`src/aap_defines.svh`:
```
`ifndef AAP_DEFINES_SVH
`define AAP_DEFINES_SVH

// Clock and timing
`define AAP_CLK_HZ 10000000
`define AAP_TICK_NS 1000000
`define AAP_TICK_CYC ((`AAP_TICK_NS / 1000) * (`AAP_CLK_HZ / 1000000))
`define AAP_GR_MS 13'd3000
`define AAP_TEST_MS 13'd5000
`define AAP_DEB_MS 5'd20
`define AAP_BLINK_MS 9'd500
`define AAP_RPM_SLOW 16'd800

// Register byte offsets
`define AAP_REG_CTRL 8'h00
`define AAP_REG_STAT 8'h04
`define AAP_REG_ALM 8'h08
`define AAP_REG_UNACK 8'h0c
`define AAP_REG_LATCH 8'h10
`define AAP_REG_IRQ_ST 8'h14
`define AAP_REG_IRQ_MASK 8'h18

// Control fields and reset values
`define AAP_CTRL_DIM_EN 0
`define AAP_CTRL_MIN_LO 8
`define AAP_CTRL_MIN_HI 15
`define AAP_CTRL_RST 32'h0000_2001
`define AAP_MASK_RST 5'h00

// Interrupt status bits
`define AAP_IRQ_NEW 0
`define AAP_IRQ_ACK 1
`define AAP_IRQ_RESET 2
`define AAP_IRQ_LINK 3
`define AAP_IRQ_INT 4

`endif

```
`src/aap_pkg.sv`:
```
package aap_pkg;
  typedef enum logic [1:0] {
    AAP_CMD_NONE = 2'b00,
    AAP_CMD_HORN = 2'b01,
    AAP_CMD_OPTIC = 2'b10,
    AAP_CMD_RESET = 2'b11
  } aap_cmd_e;

  typedef enum logic {
    AAP_GR_IDLE = 1'b0,
    AAP_GR_PULSE = 1'b1
  } aap_gr_e;

  typedef logic [15:0] aap_pts_t;
endpackage : aap_pkg

```
`src/aap_top.sv`:
```
// Contract
// - Buzzer switches on whenever a new engine alarm is reported.
// - Pre-alarm flashes only its measuring-point LED, no status LED.
// - Master alarm flashes point LED and lights the alarm status LED.
// - Shutdown or slowdown alarm lights engine-stop or engine-slowdown LED.
// - On alarm close horn relay, de-energise group alarm relay.
// - New alarm while another active re-energises group relay about 3 s.
// - Acoustic acknowledge silences buzzer and releases horn relay.
// - Optical acknowledge turns every flashing point LED steady.
// - Acknowledged steady LED of an unlatched point goes out once the fault clears.
// - Shutdown or slowdown alarms stay latched until reset is pressed.
// - Reset honoured for shutdown at standstill, slowdown below 800 rpm.
// - Acknowledge and reset are sent on the bus; received ones act alike.
// - Alarm LED brightness follows the ambient light sensor.
// - Holding acoustic acknowledge about 5 s starts the horn test.
// - Failure LED flashes when bus communication fails.
// - Failure LED lights steadily on an internal fault.
`timescale 1ns/10ps
`include "aap_defines.svh"

module aap_top #(
  parameter int TICK_CYC = `AAP_TICK_CYC
) (
  // Clock and reset
  input wire logic sys_clk,
  input wire logic rstn,
  // Wishbone slave
  input wire logic wb_cyc,
  input wire logic wb_stb,
  input wire logic wb_we,
  input wire logic [7:0] wb_adr,
  input wire logic [3:0] wb_sel,
  input wire logic [31:0] wb_dat_w,
  output logic [31:0] wb_dat_r_q,
  output logic wb_ack_q,
  output logic irq_q,
  // Serial bus decoder, same clock
  input wire logic [15:0] fault_pts,
  input wire logic [15:0] master_pts,
  input wire logic [15:0] sd_pts,
  input wire logic [15:0] sl_pts,
  input wire logic [15:0] rpm,
  input wire logic link_ok,
  input wire logic rx_valid,
  input wire logic [1:0] rx_cmd,
  output logic tx_valid_q,
  output logic [1:0] tx_cmd_q,
  // Self test
  input wire logic int_fault,
  // Panel pins
  input wire logic btn_horn_ack,
  input wire logic btn_optic_ack,
  input wire logic btn_reset,
  input wire logic [7:0] amb_light,
  // Indicators and relays
  output logic [15:0] pt_led_q,
  output logic led_alarm_q,
  output logic led_stop_q,
  output logic led_slow_q,
  output logic led_fail_q,
  output logic buzzer_q,
  output logic horn_rly_q,
  output logic gr_coil_q
);

  function automatic logic [31:0] byte_mask(input logic [3:0] sel);
    byte_mask = {{8{sel[3]}}, {8{sel[2]}}, {8{sel[1]}}, {8{sel[0]}}};
  endfunction : byte_mask

  // Tick: 1 ms strobe
  logic [23:0] tick_cnt_q;
  wire tick = (tick_cnt_q == 24'(TICK_CYC - 1));
  always_ff @(posedge sys_clk or negedge rstn) begin
    if (!rstn) tick_cnt_q <= 24'h000000;
    else tick_cnt_q <= tick ? 24'h000000 : tick_cnt_q + 24'h000001;
  end

  // Buttons: sync then debounce on ticks
  wire [2:0] btn_raw = {btn_reset, btn_optic_ack, btn_horn_ack};
  logic [2:0] btn_m_q;
  logic [2:0] btn_s_q;
  logic [2:0] btn_db_q;
  logic [2:0] btn_old_q;
  always_ff @(posedge sys_clk or negedge rstn) begin
    if (!rstn) begin
      btn_m_q <= 3'h0;
      btn_s_q <= 3'h0;
      btn_old_q <= 3'h0;
    end else begin
      btn_m_q <= btn_raw;
      btn_s_q <= btn_m_q;
      btn_old_q <= btn_db_q;
    end
  end
  genvar gi;
  generate
    for (gi = 0; gi < 3; gi++) begin : g_deb
      logic [4:0] cnt_q;
      always_ff @(posedge sys_clk or negedge rstn) begin
        if (!rstn) begin
          cnt_q <= 5'h00;
          btn_db_q[gi] <= 1'b0;
        end else if (btn_s_q[gi] == btn_db_q[gi]) begin
          cnt_q <= 5'h00;
        end else if (tick) begin
          cnt_q <= cnt_q + 5'h01;
          if (cnt_q == `AAP_DEB_MS - 5'h01) btn_db_q[gi] <= btn_s_q[gi];
        end
      end
    end
  endgenerate
  wire [2:0] btn_ev = btn_db_q & ~btn_old_q;

  // remote commands act as local presses
  wire rx_horn = rx_valid && (rx_cmd == aap_pkg::AAP_CMD_HORN);
  wire rx_opt = rx_valid && (rx_cmd == aap_pkg::AAP_CMD_OPTIC);
  wire rx_rst = rx_valid && (rx_cmd == aap_pkg::AAP_CMD_RESET);
  wire do_hack = btn_ev[0] | rx_horn;
  wire do_oack = btn_ev[1] | rx_opt;
  wire do_rst = btn_ev[2] | rx_rst;

  // Alarm bookkeeping
  logic [15:0] fault_old_q;
  aap_pkg::aap_pts_t alm_q;
  aap_pkg::aap_pts_t unack_q;
  aap_pkg::aap_pts_t latch_q;
  wire [15:0] new_vec = fault_pts & ~fault_old_q;
  wire new_alm = |new_vec;
  wire busy_prev = |(alm_q & ~new_vec);
  wire rpm_zero = (rpm == 16'h0000);
  wire rpm_low = (rpm < `AAP_RPM_SLOW);
  wire [15:0] rst_clr = {16{do_rst}} & ((sd_pts & {16{rpm_zero}}) | (sl_pts & ~sd_pts & {16{rpm_low}}));
  wire [15:0] unack_d = new_vec | (unack_q & ~{16{do_oack}});
  // latch until honoured reset, set wins
  wire [15:0] latch_d = (new_vec & (sd_pts | sl_pts)) | (latch_q & ~rst_clr);
  // lit while faulty, unacknowledged or latched
  wire [15:0] alm_d = new_vec | (alm_q & (fault_pts | unack_q | latch_q));
  always_ff @(posedge sys_clk or negedge rstn) begin
    if (!rstn) begin
      fault_old_q <= 16'h0000;
      alm_q <= 16'h0000;
      unack_q <= 16'h0000;
      latch_q <= 16'h0000;
    end else begin
      fault_old_q <= fault_pts;
      alm_q <= alm_d;
      unack_q <= unack_d;
      latch_q <= latch_d;
    end
  end

  // Blink and dimming
  logic [8:0] blink_ms_q;
  logic blink_q;
  logic [7:0] pwm_q;
  logic [7:0] amb_m_q;
  logic [7:0] amb_s_q;
  logic [31:0] ctrl_q;
  wire [7:0] min_duty = ctrl_q[`AAP_CTRL_MIN_HI:`AAP_CTRL_MIN_LO];
  wire [7:0] duty = (amb_s_q > min_duty) ? amb_s_q : min_duty;
  wire pwm_on = !ctrl_q[`AAP_CTRL_DIM_EN] || (duty == 8'hff) || (pwm_q < duty);
  always_ff @(posedge sys_clk or negedge rstn) begin
    if (!rstn) begin
      blink_ms_q <= 9'h000;
      blink_q <= 1'b0;
      pwm_q <= 8'h00;
      amb_m_q <= 8'h00;
      amb_s_q <= 8'h00;
    end else begin
      pwm_q <= pwm_q + 8'h01;
      amb_m_q <= amb_light;
      amb_s_q <= amb_m_q;
      if (tick) begin
        blink_ms_q <= (blink_ms_q == `AAP_BLINK_MS - 9'h001) ? 9'h000 : blink_ms_q + 9'h001;
        if (blink_ms_q == `AAP_BLINK_MS - 9'h001) blink_q <= ~blink_q;
      end
    end
  end

  // Horn, buzzer and horn test
  logic horn_q;
  logic [12:0] hold_ms_q;
  wire hold_full = (hold_ms_q == `AAP_TEST_MS);
  // new alarm sounds horn; acoustic ack silences it
  wire horn_d = new_alm | (horn_q & ~do_hack);
  wire test_d = hold_full & btn_db_q[0];
  always_ff @(posedge sys_clk or negedge rstn) begin
    if (!rstn) begin
      horn_q <= 1'b0;
      hold_ms_q <= 13'h0000;
    end else begin
      horn_q <= horn_d;
      if (!btn_db_q[0]) hold_ms_q <= 13'h0000;
      else if (tick && !hold_full) hold_ms_q <= hold_ms_q + 13'h0001;
    end
  end

  // Group alarm relay repeat pulse
  aap_pkg::aap_gr_e gr_st_q;
  aap_pkg::aap_gr_e gr_st_d;
  logic [12:0] gr_ms_q;
  wire gr_start = new_alm & busy_prev;
  wire gr_done = tick && (gr_ms_q == `AAP_GR_MS - 13'h0001);
  // repeat pulse for a new alarm over an active one
  always_comb begin
    gr_st_d = gr_st_q;
    case (gr_st_q)
      aap_pkg::AAP_GR_IDLE: begin
        if (gr_start) gr_st_d = aap_pkg::AAP_GR_PULSE;
      end
      aap_pkg::AAP_GR_PULSE: begin
        if (gr_done && !gr_start) gr_st_d = aap_pkg::AAP_GR_IDLE;
      end
      default: gr_st_d = aap_pkg::AAP_GR_IDLE;
    endcase
  end
  always_ff @(posedge sys_clk or negedge rstn) begin
    if (!rstn) begin
      gr_st_q <= aap_pkg::AAP_GR_IDLE;
      gr_ms_q <= 13'h0000;
    end else begin
      gr_st_q <= gr_st_d;
      if (gr_start || gr_st_q == aap_pkg::AAP_GR_IDLE) gr_ms_q <= 13'h0000;
      else if (tick) gr_ms_q <= gr_ms_q + 13'h0001;
    end
  end

  // Indicator outputs
  wire [15:0] pt_led_d = alm_q & (~unack_q | {16{blink_q}}) & {16{pwm_on}};
  always_ff @(posedge sys_clk or negedge rstn) begin
    if (!rstn) begin
      pt_led_q <= 16'h0000;
      led_alarm_q <= 1'b0;
      led_stop_q <= 1'b0;
      led_slow_q <= 1'b0;
      led_fail_q <= 1'b0;
      buzzer_q <= 1'b0;
      horn_rly_q <= 1'b0;
      gr_coil_q <= 1'b1;
    end else begin
      // point LED flashes until optical ack
      pt_led_q <= pt_led_d;
      led_alarm_q <= |(alm_q & master_pts) & pwm_on;
      led_stop_q <= |(alm_q & sd_pts) & pwm_on;
      led_slow_q <= |(alm_q & sl_pts) & pwm_on;
      led_fail_q <= int_fault | (~link_ok & blink_q);
      buzzer_q <= horn_d | test_d;
      horn_rly_q <= horn_d | test_d;
      // group relay drops on alarm, pulse lifts it
      gr_coil_q <= ~(|alm_d) | (gr_st_d == aap_pkg::AAP_GR_PULSE);
    end
  end

  // Bus transmit, one command per cycle from pending set
  logic [2:0] tx_pend_q;
  wire [2:0] pend_all = tx_pend_q | btn_ev;
  wire [2:0] tx_pick = pend_all & ~(pend_all - 3'h1);
  wire [2:0] tx_pend_d = pend_all & ~tx_pick;
  wire [1:0] tx_code = tx_pick[0] ? aap_pkg::AAP_CMD_HORN :
                       tx_pick[1] ? aap_pkg::AAP_CMD_OPTIC : aap_pkg::AAP_CMD_RESET;
  always_ff @(posedge sys_clk or negedge rstn) begin
    if (!rstn) begin
      tx_pend_q <= 3'h0;
      tx_valid_q <= 1'b0;
      tx_cmd_q <= 2'h0;
    end else begin
      // local presses go out on the bus
      tx_pend_q <= tx_pend_d;
      tx_valid_q <= |pend_all;
      tx_cmd_q <= (|pend_all) ? tx_code : aap_pkg::AAP_CMD_NONE;
    end
  end

  // Interrupt status, set wins over clear
  logic [4:0] ist_q;
  logic [4:0] imask_q;
  logic link_old_q;
  logic intf_old_q;
  wire wb_req = wb_cyc & wb_stb & ~wb_ack_q;
  wire wb_wr = wb_req & wb_we;
  wire [31:0] wmask = wb_dat_w & byte_mask(wb_sel);
  wire sel_ctrl = (wb_adr == `AAP_REG_CTRL);
  wire sel_stat = (wb_adr == `AAP_REG_STAT);
  wire sel_alm = (wb_adr == `AAP_REG_ALM);
  wire sel_unack = (wb_adr == `AAP_REG_UNACK);
  wire sel_latch = (wb_adr == `AAP_REG_LATCH);
  wire sel_ist = (wb_adr == `AAP_REG_IRQ_ST);
  wire sel_imask = (wb_adr == `AAP_REG_IRQ_MASK);
  wire [4:0] ev_vec = {int_fault & ~intf_old_q, link_old_q & ~link_ok, do_rst, do_hack | do_oack, new_alm};
  wire [4:0] w1c = (wb_wr && sel_ist) ? wmask[4:0] : 5'h00;
  wire [4:0] ist_d = ev_vec | (ist_q & ~w1c);
  wire [31:0] ctrl_d = (wb_wr && sel_ctrl) ? ((ctrl_q & ~byte_mask(wb_sel)) | wmask) : ctrl_q;
  wire [4:0] imask_d = (wb_wr && sel_imask && wb_sel[0]) ? wb_dat_w[4:0] : imask_q;
  wire [31:0] stat_w = {25'h0, gr_st_q == aap_pkg::AAP_GR_PULSE, test_d, ~link_ok, int_fault,
                        gr_coil_q, horn_q, |alm_q};
  wire [31:0] rd_d = sel_ctrl ? ctrl_q :
                     sel_stat ? stat_w :
                     sel_alm ? {16'h0000, alm_q} :
                     sel_unack ? {16'h0000, unack_q} :
                     sel_latch ? {16'h0000, latch_q} :
                     sel_ist ? {27'h0, ist_q} :
                     sel_imask ? {27'h0, imask_q} : 32'h0000_0000;
  always_ff @(posedge sys_clk or negedge rstn) begin
    if (!rstn) begin
      ctrl_q <= `AAP_CTRL_RST;
      ist_q <= 5'h00;
      imask_q <= `AAP_MASK_RST;
      link_old_q <= 1'b1;
      intf_old_q <= 1'b0;
      wb_ack_q <= 1'b0;
      wb_dat_r_q <= 32'h0000_0000;
      irq_q <= 1'b0;
    end else begin
      ctrl_q <= ctrl_d;
      ist_q <= ist_d;
      imask_q <= imask_d;
      link_old_q <= link_ok;
      intf_old_q <= int_fault;
      wb_ack_q <= wb_req;
      wb_dat_r_q <= (wb_req && !wb_we) ? rd_d : 32'h0000_0000;
      irq_q <= |(ist_d & imask_d);
    end
  end
endmodule : aap_top

```
`config.mk`:
```
export PLATFORM = sky130hd
export DESIGN_NAME = aap_top
export DESIGN_NICKNAME = d
export VERILOG_FILES = /design/src/aap_pkg.sv /design/src/aap_top.sv
export VERILOG_INCLUDE_DIRS = /design/src
export SDC_FILE = /design/constraint.sdc
export NUM_CORES = 1
export LEC_CHECK = 0
export ABC_AREA = 1
export BUFFER_PORTS_ARGS = -buffer_cell sky130_fd_sc_hd__buf_2
export CELL_PAD_IN_SITES_DETAIL_PLACEMENT = 0
export CELL_PAD_IN_SITES_GLOBAL_PLACEMENT = 2
export CORE_ASPECT_RATIO = 0.6
export CORE_MARGIN = 2
export CORE_UTILIZATION = 35
export CTS_CLUSTER_DIAMETER = 40
export CTS_CLUSTER_SIZE = 28
export DETAILED_ROUTE_END_ITERATION = 6
export GPL_TIMING_DRIVEN = 0
export PLACE_DENSITY = 0.87
export SLEW_MARGIN = 0
export SYNTH_ARGS = -nofsm -noshare
export SYNTH_HDL_FRONTEND = slang
export SYNTH_SLANG_ARGS = --single-unit
```
`constraint.sdc`:
```
create_clock -name sys_clk -period 3.68 [get_ports sys_clk]
set_clock_uncertainty 0.15 [all_clocks]
set_input_delay 0.368 -clock sys_clk [delete_from_list [all_inputs] [get_ports sys_clk]]
set_output_delay 0.368 -clock sys_clk [all_outputs]
set_load 0.005 [all_outputs]
```
Yosys cells after proc, flatten, opt, wreduce, memory -nomap -nowiden
Index checks and enable logic that the tools add are counted.

Input bits: 145. Flip-flop bits (word level): 283. Logic and storage cells: 214. Memory bits (read-only): 0. Output and inout bits: 60. Memories kept: 0. Latch bits: 0. RAM bits: 0.

Multiplexer cells: 29. Bitwise logic cells: 74. Add/subtract/negate cells: 9. $lt $le $gt $ge: 3. Multiply operators: 0. Eq/ne operators: 21. Reduce and logical (&&, ||, !) cells: 37. Div/mod/pow operators: 0. Shift-type cells: 0.

Operator list (count): $and A16 B16 Y16 (15); $or A16 B16 Y16 (8); $reduce_or A16 Y1 (7); $not A16 Y16 (6); $and A32 B32 Y32 (2); $mux W16 (4); $mux W32 (2); $mux W13 (4); $mux W5 (10); $not A32 Y32 (1); $or A32 B32 Y32 (1); $add A13 B1 Y13 const B (2); $add A24 B1 Y24 const B (1); $eq A24 B14 Y1 const B (1); $eq A8 B5 Y1 const B (3); $mux W24 (1); $eq A8 B4 Y1 const B (2); $logic_not A16 Y1 (1); $lt A16 B10 Y1 const B (1); $add A5 B1 Y5 const B (3); $eq A5 B5 Y1 const B (3); $eq A13 B12 Y1 const B (1); $eq A13 B13 Y1 const B (1); $and A1 B1 Y1 (12); 34 further kinds (81).

Depth between registers and ports, before layout
Gate-level depths: netlist of run 1.

Depth after elaboration: 11. Depth in mapped cells: 23. Gate-level depth less buffers: 21.

Worst setup path before layout of run 1
OpenSTA, ideal clock, no wires.

Path kind: register -> register. Start: register with a tool-made name. End: register pt_led_q[13]. Slack: 764 ps. Data required time: 3457 ps. Clock period less this slack: 2916 ps. Cell stages (with the launch flop): 18. Arrival: 2692 ps. Cell sequence: dfstp_2 inv_1 ha_1 nand2_1 nor2_1 nand4_1 nand2_2 buf_6 nand2_1 o21ai_1 inv_1 ha_1 a21oi_1 nor2_1 a211oi_1 nand2_2 buf_2 a21oi_2.

RTL lines: to (signal assigned) (RTL line aap_top.sv:242) `pt_led_q <= pt_led_d;`; to (decl) (RTL line aap_top.sv:56) `output logic [15:0] pt_led_q,`.

==> impl_metrics.env, run 1 <==
export IMPL_synth_nets=1657
export IMPL_synth_top_cell_area_share_pct=52.4
export IMPL_min_period_ns=3.46
export IMPL_first_iter_violations=1031
export IMPL_cts_tree="built"
export IMPL_synth_cell_types=61
export IMPL_post_route_drc_count=0
export IMPL_viasPerCell=4.96
export IMPL_groute_usage_overall_pct=22.0
export IMPL_hpwlAfterDp_um=32600
export IMPL_dr_wl_met3_um=3170
export IMPL_critPathTopFamily="compound AO/OA/AOI/OAI gates"
export IMPL_crit_type="flip-flop to flip-flop"
export IMPL_critPathLaunchType="flip-flop"
export IMPL_cp_slowest_cell="dfstp_2"
export IMPL_worstSkewPairLatency_ns=0.54
export IMPL_gp_congestion=0.897
export IMPL_first_global_vias=11600
export IMPL_cts_buffers=36
export IMPL_final_hold_viol_count=0
export IMPL_clockPowerShare_pct=52.1
export IMPL_slew_viol_final=0
export IMPL_p_seq_share_pct=41.4
export IMPL_net_switching_power_mw=1.92
export IMPL_io_buffers=204
export IMPL_syn_area_um2=13300
export IMPL_grt_pass1_wl_um=67500
export IMPL_power_per_cell_area_nw_per_um2=452
export IMPL_status="finished, final reports clean"
export IMPL_area_growth_pct=30.3
export IMPL_synth_top_area_cell="dfrtp_1"
export IMPL_crit_fanout=10
export IMPL_arrival_ns=3.72
export IMPL_hp_class="primary input to flip-flop"
export IMPL_ys_ff_latch=282
export IMPL_syn_inst=1488
export IMPL_rsz0062_at_grt="no"
export IMPL_start_util_pct=35.4
export IMPL_comb_power_share_pct=6.6
export IMPL_io_pins=205
export IMPL_cp_data_required_time_ns=3.94
export IMPL_drive_gt1_share_pct=19.5
export IMPL_final_cell_count_no_fill=2363
export IMPL_via_count=11700
export IMPL_cts_root_buffer="clkbuf_16"
export IMPL_rows=55
export IMPL_maxSlewHeadroom_pct=11.7
export IMPL_ys_seq_area_share_pct=53.2
export IMPL_nNetsFinal=1990
export IMPL_core_um2=37600
export IMPL_synth_edff_count=0
export IMPL_synth_most_common_cell="dfrtp_1"
export IMPL_ys_warn_count=0
export IMPL_top_layer="met4"
export IMPL_maxCapViolCount=0
export IMPL_setup_viol=0
export IMPL_p_leak_nw=8.43
export IMPL_timing_fmax_mhz=289
export IMPL_async_flop_share_pct=100
export IMPL_wirelength_um=43400
export IMPL_swShare_pct=24.6
export IMPL_cts_clk_slew_worst_paths_ns=0.08
export IMPL_critical_path_max_stage_delay_ns=0.54
export IMPL_r2r_slack_ns=0.22
export IMPL_grt_remaining_overflow=0
export IMPL_cts_buffer_depth=3
export IMPL_postRouteAntennaNets=0
export IMPL_placed_cells=2207
export IMPL_cts_sinks=282
export IMPL_cp_end_kind="flip-flop"
export IMPL_wl_met2_um=17500
export IMPL_tightest_slew_ns=1.31
export IMPL_tns_ns=0
export IMPL_path_cells="inv_1 > ha_1 > nand2_1 > a21oi_1 > nor2_1 > nand2_1 > nand2_2 > buf_6 > nand2_1 > o21ai_1 > inv_1 > ha_1 > a21oi_1 > nor2_1 > a211oi_1 > nand2_2 > buf_4 > a21oi_1"
export IMPL_h_tree_depth=2
export IMPL_fillerInstances=3663
export IMPL_wire_per_inst_um=18.4
export IMPL_grt_max_degree=100
export IMPL_crit_buf_inv=4
export IMPL_met1_length_um=21900
export IMPL_antenna_found_initial=1
export IMPL_synth_area_leaders="dfrtp_1 52%, nand2_1 6.7%, inv_1 6.6%"
export IMPL_die_w_um=256
export IMPL_fin_crit_sh_pct=94.0
export IMPL_p_int_mw=5.90
export IMPL_dieArea_um2=39600
export IMPL_syn_avg_cell_area_um2=8.93
export IMPL_ys_flop_type="dfrtp_1"
export IMPL_irDropWorstVdd_v=0.000258
export IMPL_ys_top_cells_by_count="278 x dfrtp_1, 237 x nand2_1, 233 x inv_1"
export IMPL_hp_start="wb_dat_w[1]"
export IMPL_first_pass_iters=5
export IMPL_die_h_um=155
[layer usage]
layer / global-route usage, % / vias up
met5: 0 / -
met4: 5.32 / 0
met3: 5.25 / 60
met2: 30.2 / 366
met1: 34.3 / 5667
li1: - / 5631
[layout by cell type (no fill, tap or decap), types with 4 or more instances in the layout]
master,netlist,layout
nand3b_1,6,6
inv_1,233,233
dlygate4sd3_1,0,87
mux2_2,22,22
o211ai_1,8,8
nand4_1,24,24
a22o_1,4,4
o32ai_1,16,16
a21oi_1,93,92
nor3b_1,6,6
a221oi_1,11,11
dfstp_2,4,4
xnor2_1,8,8
buf_2,7,210
a21oi_2,10,11
nor3_2,6,6
o21ai_1,6,6
ha_1,24,24
clkbuf_16,0,38
nand3_1,50,50
inv_6,0,5
clkinv_8,0,4
inv_2,4,4
nor2_1,124,123
nor4_1,22,22
dfrtp_1,278,278
or2_2,4,4
nor3_1,33,33
bufinv_16,0,7
xor2_1,20,20
clkinv_4,1,4
o21ai_0,135,135
clkinv_1,4,4
nand2_1,237,237
nor2_2,5,6
o22ai_1,14,14
clkbuf_1,21,22
buf_4,2,4
[worst reg2reg max path, cell delays in order (launching register included)]
cell and delay, ns:
dfstp_2 0.54, inv_1 0.05, ha_1 0.29, nand2_1 0.06, a21oi_1 0.05, nor2_1 0.16, nand2_1 0.11, nand2_2 0.15
buf_6 0.16, nand2_1 0.05, o21ai_1 0.17, inv_1 0.08, ha_1 0.30, a21oi_1 0.15, nor2_1 0.06, a211oi_1 0.22
nand2_2 0.08, buf_4 0.19, a21oi_1 0.29
[stage by stage]
| stage | hold slack, ns | instance area [um^2] | setup slack (ns) | utilization, % | power (mW) |
|---|---|---|---|---|---|
| 2_1_floorplan | -0.0776 | 13300 | 0.764 | - | 3.44 |
| 3_3_place_gp | 0.182 | 14900 | -3.31 | 39.8 | 3.71 |
| 3_5_place_dp | 0.185 | 15000 | 0.123 | 40.0 | 3.73 |
| 4_1_cts | 0.00218 | 17300 | 0.0540 | 46.0 | 7.91 |
| 5_1_grt | 0.0249 | 17300 | 0.0243 | 46.1 | 8.13 |
| 6_report | 0.0171 | 17300 | 0.222 | 46.1 | 7.82 |
[layout make-up]
type	count	area [um^2]	area share, %
flip-flops and latches	282	7060	40.8
diodes	1	2.50	0.0145
plain buffers	32	151	0.874
inverters	243	918	5.30
clock inverters	25	424	2.45
repair buffers	295	1970	11.4
clock buffers	41	982	5.67
multi-input cells	931	5160	29.8
well taps	513	642	3.71
[cell families (layout without fill, tap and decap cells)]
logic type,after synthesis,after routing,synth area share [%]
compound gates,319,319,14.1
xor+xnor,28,28,1.85
fa+ha+maj,24,24,2.26
buf+inv,275,636,8.05
flops,282,282,53.2
mux,22,22,1.86
other cells,0,1,0
simple gates,538,538,18.8
[power by group through the flow]
stage	Sequential (mW)	Clock, mW	Combinational (mW)
after global placement	3.29	0	0.421
after global routing	3.24	4.32	0.569
final	3.24	4.07	0.514
after detailed placement	3.29	0	0.435
after CTS	3.23	4.16	0.512
after floorplan	3.28	0	0.160
[final timing paths]
kind / cells after the start / endpoint
hold reg to reg: 0 / amb_s_q[7]$_DFF_PN0_
max in group asynchronous: 4 / pwm_q[2]$_DFF_PN0_
setup / recovery: 18 / pt_led_q[1]$_DFF_PN0_
setup reg to reg: 18 / pt_led_q[1]$_DFF_PN0_
hold / removal: 3 / flip-flop
min in group asynchronous: 2 / g_deb[2].cnt_q[1]$_DFFE_PN0P_
[repair_timing]
| action | CTS | global route |
|---|---|---|
| endpoints found under the hold margin | 174 | 0 |
| setup buffers | 0 | 2 |
| endpoints found under the setup margin | 0 | 12 |
| gates resized for setup | 0 | 2 |
| hold buffers | 87 | 0 |
Note: power is estimated with default switching activity, not from simulation.
==> run 2: changes to the inputs <==
--- a/config.mk
+++ b/config.mk
@@ -6,13 +6,12 @@
 export SDC_FILE = /design/constraint.sdc
 export NUM_CORES = 1
 export LEC_CHECK = 0
-export ABC_AREA = 1
 export BUFFER_PORTS_ARGS = -buffer_cell sky130_fd_sc_hd__buf_2
 export CELL_PAD_IN_SITES_DETAIL_PLACEMENT = 0
 export CELL_PAD_IN_SITES_GLOBAL_PLACEMENT = 2
 export CORE_ASPECT_RATIO = 0.6
 export CORE_MARGIN = 2
-export CORE_UTILIZATION = 35
+export CORE_UTILIZATION = 37
 export CTS_CLUSTER_DIAMETER = 40
 export CTS_CLUSTER_SIZE = 28
 export DETAILED_ROUTE_END_ITERATION = 6
==> run 2 against run 1 <==
Against the previous run: the flow now finishes with violations (setup timing); cell count decreased by 16%; via count decreased by 8.9%; sequential share of layout area increased by 1.1 points; routed wire length decreased by 7.7%; register-to-register slack got worse by 0.37 ns; highest routed layer unchanged; global-route usage about the same; sequential power increased by 2%; largest cell class unchanged.
==> impl_metrics.env, run 2 <==
export IMPL_timing_fmax_mhz=261
export IMPL_crit_fanout=6
export IMPL_worstSkewPairLatency_ns=0.59
export IMPL_grt_pass1_wl_um=61100
export IMPL_syn_inst=1147
export IMPL_drive_gt1_share_pct=25.7
export IMPL_synth_most_common_cell="dfrtp_1"
export IMPL_synth_nets=1316
export IMPL_final_core_util_pct=49.8
export IMPL_irDropWorstVdd_v=0.000422
export IMPL_die_h_um=148
export IMPL_cts_clk_slew_worst_paths_ns=0.06
export IMPL_h_tree_depth=1
export IMPL_final_common_cell="dfrtp_1"
export IMPL_post_route_drc_count=0
export IMPL_rows=52
export IMPL_nNetsFinal=1665
export IMPL_dp_slack_ns=-0.697
export IMPL_cts_buffer_depth=3
export IMPL_setup_viol=19
export IMPL_synth_area_leaders="dfrtp_1 54%, mux2_2 3.7%, nand2_1 2.6%"
export IMPL_cp_data_required_time_ns=4.00
export IMPL_wirelength_um=40100
export IMPL_finish_instance_area_um2=16900
export IMPL_synth_cell_types=70
export IMPL_cp_end_kind="flip-flop"
export IMPL_dr_wl_met3_um=3830
export IMPL_groute_usage_overall_pct=21.9
export IMPL_async_flop_share_pct=100
export IMPL_die_w_um=244
export IMPL_ys_seq_area_share_pct=55.2
export IMPL_first_iter_violations=1009
export IMPL_tightest_slew_ns=1.16
export IMPL_slew_viol_final=0
export IMPL_ys_top_cells_by_count="278 x dfrtp_1, 88 x nand2_1, 72 x nor2_1"
export IMPL_diodes=0
export IMPL_synth_top_area_cell="dfrtp_1"
export IMPL_hp_start="master_pts[10]"
export IMPL_ys_ff_latch=282
export IMPL_viasPerCell=5.39
export IMPL_syn_avg_cell_area_um2=11.2
export IMPL_hp_class="primary input to flip-flop"
export IMPL_final_hold_viol_count=0
export IMPL_cts_root_buffer="clkbuf_16"
export IMPL_met1_length_um=20000
export IMPL_status="complete, but fails checks"
export IMPL_io_buffers=204
export IMPL_grt_remaining_overflow=0
export IMPL_top_layer="met4"
export IMPL_power_per_cell_area_nw_per_um2=436
export IMPL_syn_area_um2=12800
export IMPL_start_util_pct=37.8
export IMPL_min_period_ns=3.83
export IMPL_via_count=10700
export IMPL_p_leak_nw=7.56
export IMPL_tns_ns=-1.80
export IMPL_ys_warn_count=0
export IMPL_violations="setup timing"
export IMPL_fillerInstances=3097
export IMPL_finalPower_mw=7.35
export IMPL_fin_crit_sh_pct=104
export IMPL_gp_congestion=0.908
export IMPL_rsz0062_at_grt="yes"
export IMPL_cts_sinks=282
export IMPL_io_pins=205
export IMPL_maxSlewHeadroom_pct=22.1
export IMPL_cts_tree="built"
export IMPL_antenna_found_initial=0
export IMPL_area_growth_pct=31.8
export IMPL_first_pass_iters=7
export IMPL_fin_ws_ns=-0.151
export IMPL_most_common_layout_cells="274 x dfrtp_1, 215 x buf_2, 96 x dlygate4sd3_1"
export IMPL_arrival_ns=4.15
export IMPL_first_global_vias=10400
export IMPL_core_um2=33900
export IMPL_maxCapViolCount=0
export IMPL_ys_flop_type="dfrtp_1"
export IMPL_postRouteAntennaNets=0
export IMPL_grt_max_degree=120
export IMPL_crit_type="flip-flop to flip-flop"
export IMPL_cts_buffers=31
export IMPL_hpwlAfterDp_um=29200
export IMPL_synth_edff_count=0
export IMPL_wl_met2_um=15500
export IMPL_wire_per_inst_um=20.2
export IMPL_dpl_cell_area_um2=14500
export IMPL_critPathLaunchType="flip-flop"
export IMPL_synth_top_cell_area_share_pct=54.4
export IMPL_dieArea_um2=36100
[run 2: changes by cell type in the layout (fill, tap and decap cells not counted), sizes merged, moves of 20 or more]
cell   before  now
xnor2       8   28
nand2     242   88
nor2      130   73
mux2       22   42
a22oi       0   43
o21ai     141   60
inv       246   54
and2        1   22
nor2b       0   37
a21oi     103   39
nand3      54   29
buf       219  240
nor3       41    8
[run 2: through the flow]
step | hold WS (ns) | instances
floorplan | -0.0776 | 1147
global placement | 0.184 | 1810
detailed placement | 0.186 | 1812
CTS | 0.0279 | 1977
global route | 0.0584 | 1980
finish | 0.0548 | 1980
[run 2: cells by family after synthesis]
group                      after synthesis  share of synthesized area [%]
xor gates and xnor gates                58                           3.97
buffers and inverters                   83                           2.84
AOI/OAI and AO/OA                      254                           13.8
adders and majority gates               24                           2.35
and+or+nand+nor                        387                           16.8
DFF                                    282                           55.2
muxes                                   59                           5.05
[run 2: path summary, 6_finish.rpt]
path / depth (start not counted) / end / slack (ns)
setup / recovery: 15 / pt_led_q[12]$_DFF_PN0_ / -0.15
hold / removal: 5 / led_alarm_q$_DFF_PN0_ / 0.05
setup reg to reg: 15 / pt_led_q[12]$_DFF_PN0_ / -0.15
hold reg to reg: 0 / amb_s_q[6]$_DFF_PN0_ / 0.20
max in group asynchronous: 3 / wb_dat_r_q[29]$_DFF_PN0_ / 2.12
min in group asynchronous: 2 / amb_m_q[2]$_DFF_PN0_ / 0.24
[run 2: cell type report]
| cell class | instances | area (um^2) | area share [%] |
|---|---|---|---|
| Buffer | 35 | 195 | 1.16 |
| Clock buffer | 34 | 797 | 4.73 |
| Clock inverter | 24 | 314 | 1.86 |
| Inverter | 48 | 180 | 1.07 |
| Multi-Input combinational cell | 782 | 5570 | 33.0 |
| Sequential cell | 282 | 7070 | 41.9 |
| Tap cell | 459 | 574 | 3.40 |
| Timing Repair Buffer | 316 | 2170 | 12.9 |
[run 2: layer usage]
metal	GRT usage, %	vias to the layer above
met5	0	-
met4	4.36	0
met3	6.53	42
met2	28.7	405
met1	35.1	5321
li1	-	4908
[run 2: worst max-delay path: stages (launching register included)]
cell and delay (ns):
dfstp_2 0.56, inv_2 0.05, ha_4 0.24, a211oi_2 0.20
nor2_2 0.08, and4bb_2 0.33, or2_1 0.12, buf_6 0.14
mux2i_1 0.19, ha_1 0.26, a21o_1 0.17, a21o_1 0.16
a221oi_2 0.32, o311ai_4 0.24, buf_6 0.22, a221oi_4 0.27
[run 2: power by group]
group          internal (mW)  switching [mW]  total [mW]  leakage [nW]
registers               3.19           0.106        3.30          3.51
logic                  0.316           0.382       0.698          3.51
clock network           1.96            1.40        3.36         0.541
total                   5.47            1.89        7.35          7.56
[run 2: what timing repair did]
| item | 4_1_cts | 5_1_grt |
|---|---|---|
| hold buffers | 96 | 0 |
| pin swaps | 14 | 8 |
| endpoints found under the setup margin | 19 | 19 |
| resized for setup | 34 | 14 |
| endpoints found under the hold margin | 197 | 0 |
| buffers inserted | 9 | 3 |
| cloned | 2 | 0 |
==> run 3: changes to the inputs <==
--- a/config.mk
+++ b/config.mk
@@ -16,7 +16,7 @@
 export CTS_CLUSTER_SIZE = 28
 export DETAILED_ROUTE_END_ITERATION = 6
 export GPL_TIMING_DRIVEN = 0
-export PLACE_DENSITY = 0.87
+export PLACE_DENSITY_LB_ADDON = 0.12
 export SLEW_MARGIN = 0
 export SYNTH_ARGS = -nofsm -noshare
 export SYNTH_HDL_FRONTEND = slang
==> run 3 against run 2 <==
Against the previous run: the flow still finishes with violations (setup timing); largest power group unchanged; highest routed layer unchanged; first-iteration DRC count is 19% lower; utilization increased by 0.40 points; critical endpoint is now pt_led_q[14]$_DFF_PN0_; sequential share of layout area down 0.33 points; cell count fell by 0.30%; clock power grew 14%; die area did not move.
==> impl_metrics.env, run 3 (same netlist as run 2, synthesis figures left out) <==
export IMPL_status="complete, but fails checks"
export IMPL_violations="setup timing"
export IMPL_core_um2=33900
export IMPL_top_layer="met4"
export IMPL_net_switching_power_mw=2.13
export IMPL_grt_max_degree=114
export IMPL_cp_slowest_cell="dfstp_2"
export IMPL_final_common_cell="dfrtp_1"
export IMPL_grt_remaining_overflow=0
export IMPL_hp_class="primary input to flip-flop"
export IMPL_finalPower_mw=7.83
export IMPL_fin_crit_sh_pct=103
export IMPL_worstRegToRegCells=14
export IMPL_cts_clk_slew_worst_paths_ns=0.06
export IMPL_irDropWorstVdd_v=0.000275
export IMPL_final_cell_count_no_fill=1974
export IMPL_hp_start="sl_pts[6]"
export IMPL_cts_sinks=282
export IMPL_io_buffers=204
export IMPL_tightest_slew_ns=1.27
export IMPL_finish_instance_area_um2=17000
export IMPL_crit_type="flip-flop to flip-flop"
export IMPL_start_util_pct=37.8
export IMPL_comb_power_share_pct=8.8
export IMPL_cts_buffers=37
export IMPL_arrival_ns=4.06
export IMPL_most_common_layout_cells="273 x dfrtp_1, 215 x buf_2, 88 x nand2_1"
export IMPL_die_w_um=244
export IMPL_dpl_cell_area_um2=14500
export IMPL_first_iter_violations=822
export IMPL_critical_path_max_stage_delay_ns=0.56
export IMPL_dieArea_um2=36100
export IMPL_min_period_ns=3.80
export IMPL_cts_tree="built"
export IMPL_p_seq_share_pct=42.2
export IMPL_drive_gt1_share_pct=26.1
export IMPL_wirelength_um=40700
export IMPL_wire_per_inst_um=20.6
export IMPL_h_tree_depth=2
export IMPL_diodes=0
export IMPL_timing_fmax_mhz=263
export IMPL_p_int_mw=5.70
export IMPL_wl_met2_um=16000
export IMPL_hold_path_depth=3
export IMPL_swShare_pct=27.2
export IMPL_fin_ws_ns=-0.120
export IMPL_clockPowerShare_pct=49.0
export IMPL_rsz0062_at_grt="yes"
export IMPL_path_cells="inv_2 > ha_4 > a211oi_2 > nor2_1 > and4bb_2 > or2_4 > mux2i_2 > ha_1 > a21o_1 > a21o_1 > a221oi_2 > o311ai_4 > buf_6 > a221oi_4"
export IMPL_setup_viol=19
export IMPL_io_pins=205
export IMPL_hold_end="latch_q[6]$_DFF_PN0_"
export IMPL_cp_data_required_time_ns=3.94
export IMPL_hpwlAfterDp_um=29400
export IMPL_rows=52
export IMPL_first_global_vias=10500
export IMPL_maxSlewHeadroom_pct=15.2
export IMPL_cp_end_kind="flip-flop"
export IMPL_nNetsFinal=1655
export IMPL_postRouteAntennaNets=0
export IMPL_area_growth_pct=32.8
export IMPL_crit_fanout=8
export IMPL_post_route_drc_count=0
export IMPL_die_h_um=148
export IMPL_critPathLaunchType="flip-flop"
export IMPL_cp_common_cell="a21o_1"
export IMPL_antenna_found_initial=0
export IMPL_via_count=10600
export IMPL_met1_length_um=20900
export IMPL_gp_congestion=0.847
export IMPL_final_hold_viol_count=0
export IMPL_worstSkewPairLatency_ns=0.54
export IMPL_r2r_end="pt_led_q[14]$_DFF_PN0_"
export IMPL_cts_buffer_depth=3
export IMPL_first_pass_iters=5
export IMPL_power_per_cell_area_nw_per_um2=460
export IMPL_p_leak_nw=7.60
export IMPL_grt_pass1_wl_um=62100
export IMPL_r2r_slack_ns=-0.12
export IMPL_groute_usage_overall_pct=22.5
export IMPL_maxCapViolCount=0
export IMPL_viasPerCell=5.35
export IMPL_dr_wl_met3_um=3170
export IMPL_slew_viol_final=0
export IMPL_placed_cells=1812
export IMPL_cts_root_buffer="clkbuf_16"
[run 3: cell types whose count changed in the layout (fill, tap and decap cells not counted), sizes merged]
cell / delta
buf: -5
bufinv: -3
clkbuf: +9
clkinvlp: -2
dlygate4sd3: -11
inv: +6
[run 3: worst max-delay path by stage]
| stage | startpoint | endpoint | slack, ns | cells past startpoint |
|---|---|---|---|---|
| final | flip-flop | pt_led_q[14]$_DFF_PN0_ | -0.12 | 14 |
| after floorplan | flip-flop | pt_led_q[10]$_DFF_PN0_ | 0.01 | 15 |
| after detailed placement | flip-flop | pt_led_q[14]$_DFF_PN0_ | -0.70 | 15 |
| after global placement | rstn | led_alarm_q$_DFF_PN0_ | -3.44 | 1 |
| after global routing | flip-flop | pt_led_q[14]$_DFF_PN0_ | -0.25 | 14 |
| after CTS | flip-flop | pt_led_q[10]$_DFF_PN0_ | -0.06 | 15 |
[run 3: what timing repair did]
| action | 4_1_cts | 5_1_grt |
|---|---|---|
| setup endpoints to repair | 19 | 19 |
| buffers inserted | 7 | 2 |
| endpoints found under the hold margin | 160 | 0 |
| resized for setup | 41 | 13 |
| hold buffers | 85 | 0 |
| pin swaps | 23 | 3 |
| gates cloned | 1 | 0 |
[run 3: per-stage QoR]
| stage | utilization (%) | hold slack [ns] | setup TNS (ns) | setup WS, ns |
|---|---|---|---|---|
| after floorplan | - | -0.0776 | 0 | 0.00995 |
| after CTS | 50.0 | 0.00254 | -0.587 | -0.0639 |
| after detailed placement | 42.7 | 0.185 | -8.83 | -0.701 |
| after global routing | 50.2 | 0.0247 | -3.40 | -0.249 |
| final | 50.2 | 0.0245 | -0.908 | -0.120 |
| after global placement | 42.5 | 0.184 | -955.17 | -3.44 |
[run 3: power groups by stage]
| stage | clock, mW | sequential, mW | combinational, mW |
|---|---|---|---|
| floorplan | 0 | 3.31 | 0.238 |
| global placement | 0 | 3.35 | 0.541 |
| detailed placement | 0 | 3.35 | 0.549 |
| CTS | 3.92 | 3.29 | 0.679 |
| global route | 4.06 | 3.31 | 0.756 |
| finish | 3.83 | 3.30 | 0.693 |
[run 3: final cells by class]
type | count | area [um^2]
fillers | 3083 | 16900
clock buffers | 43 | 991
well taps | 459 | 574
clock inverters | 25 | 338
flip-flops and latches | 282 | 7070
repair buffers | 301 | 2030
plain buffers | 34 | 193
inverters | 48 | 180
multi-input cells | 782 | 5620
[run 3: routing by layer]
| metal | vias up | GRT usage [%] |
|---|---|---|
| met5 | - | 0 |
| met4 | 0 | 4.51 |
| met3 | 52 | 6.35 |
| met2 | 352 | 29.9 |
| met1 | 5256 | 35.8 |
| li1 | 4906 | - |
[run 3: critical path: cells and delay by family (launching register included)]
family | cells | cell delay [ns]
AOI/OAI and AO/OA | 6 | 1.24
and+or+nand+nor | 3 | 0.69
adders and majority gates | 2 | 0.59
DFF | 1 | 0.56
buffers and inverters | 2 | 0.27
muxes | 1 | 0.16
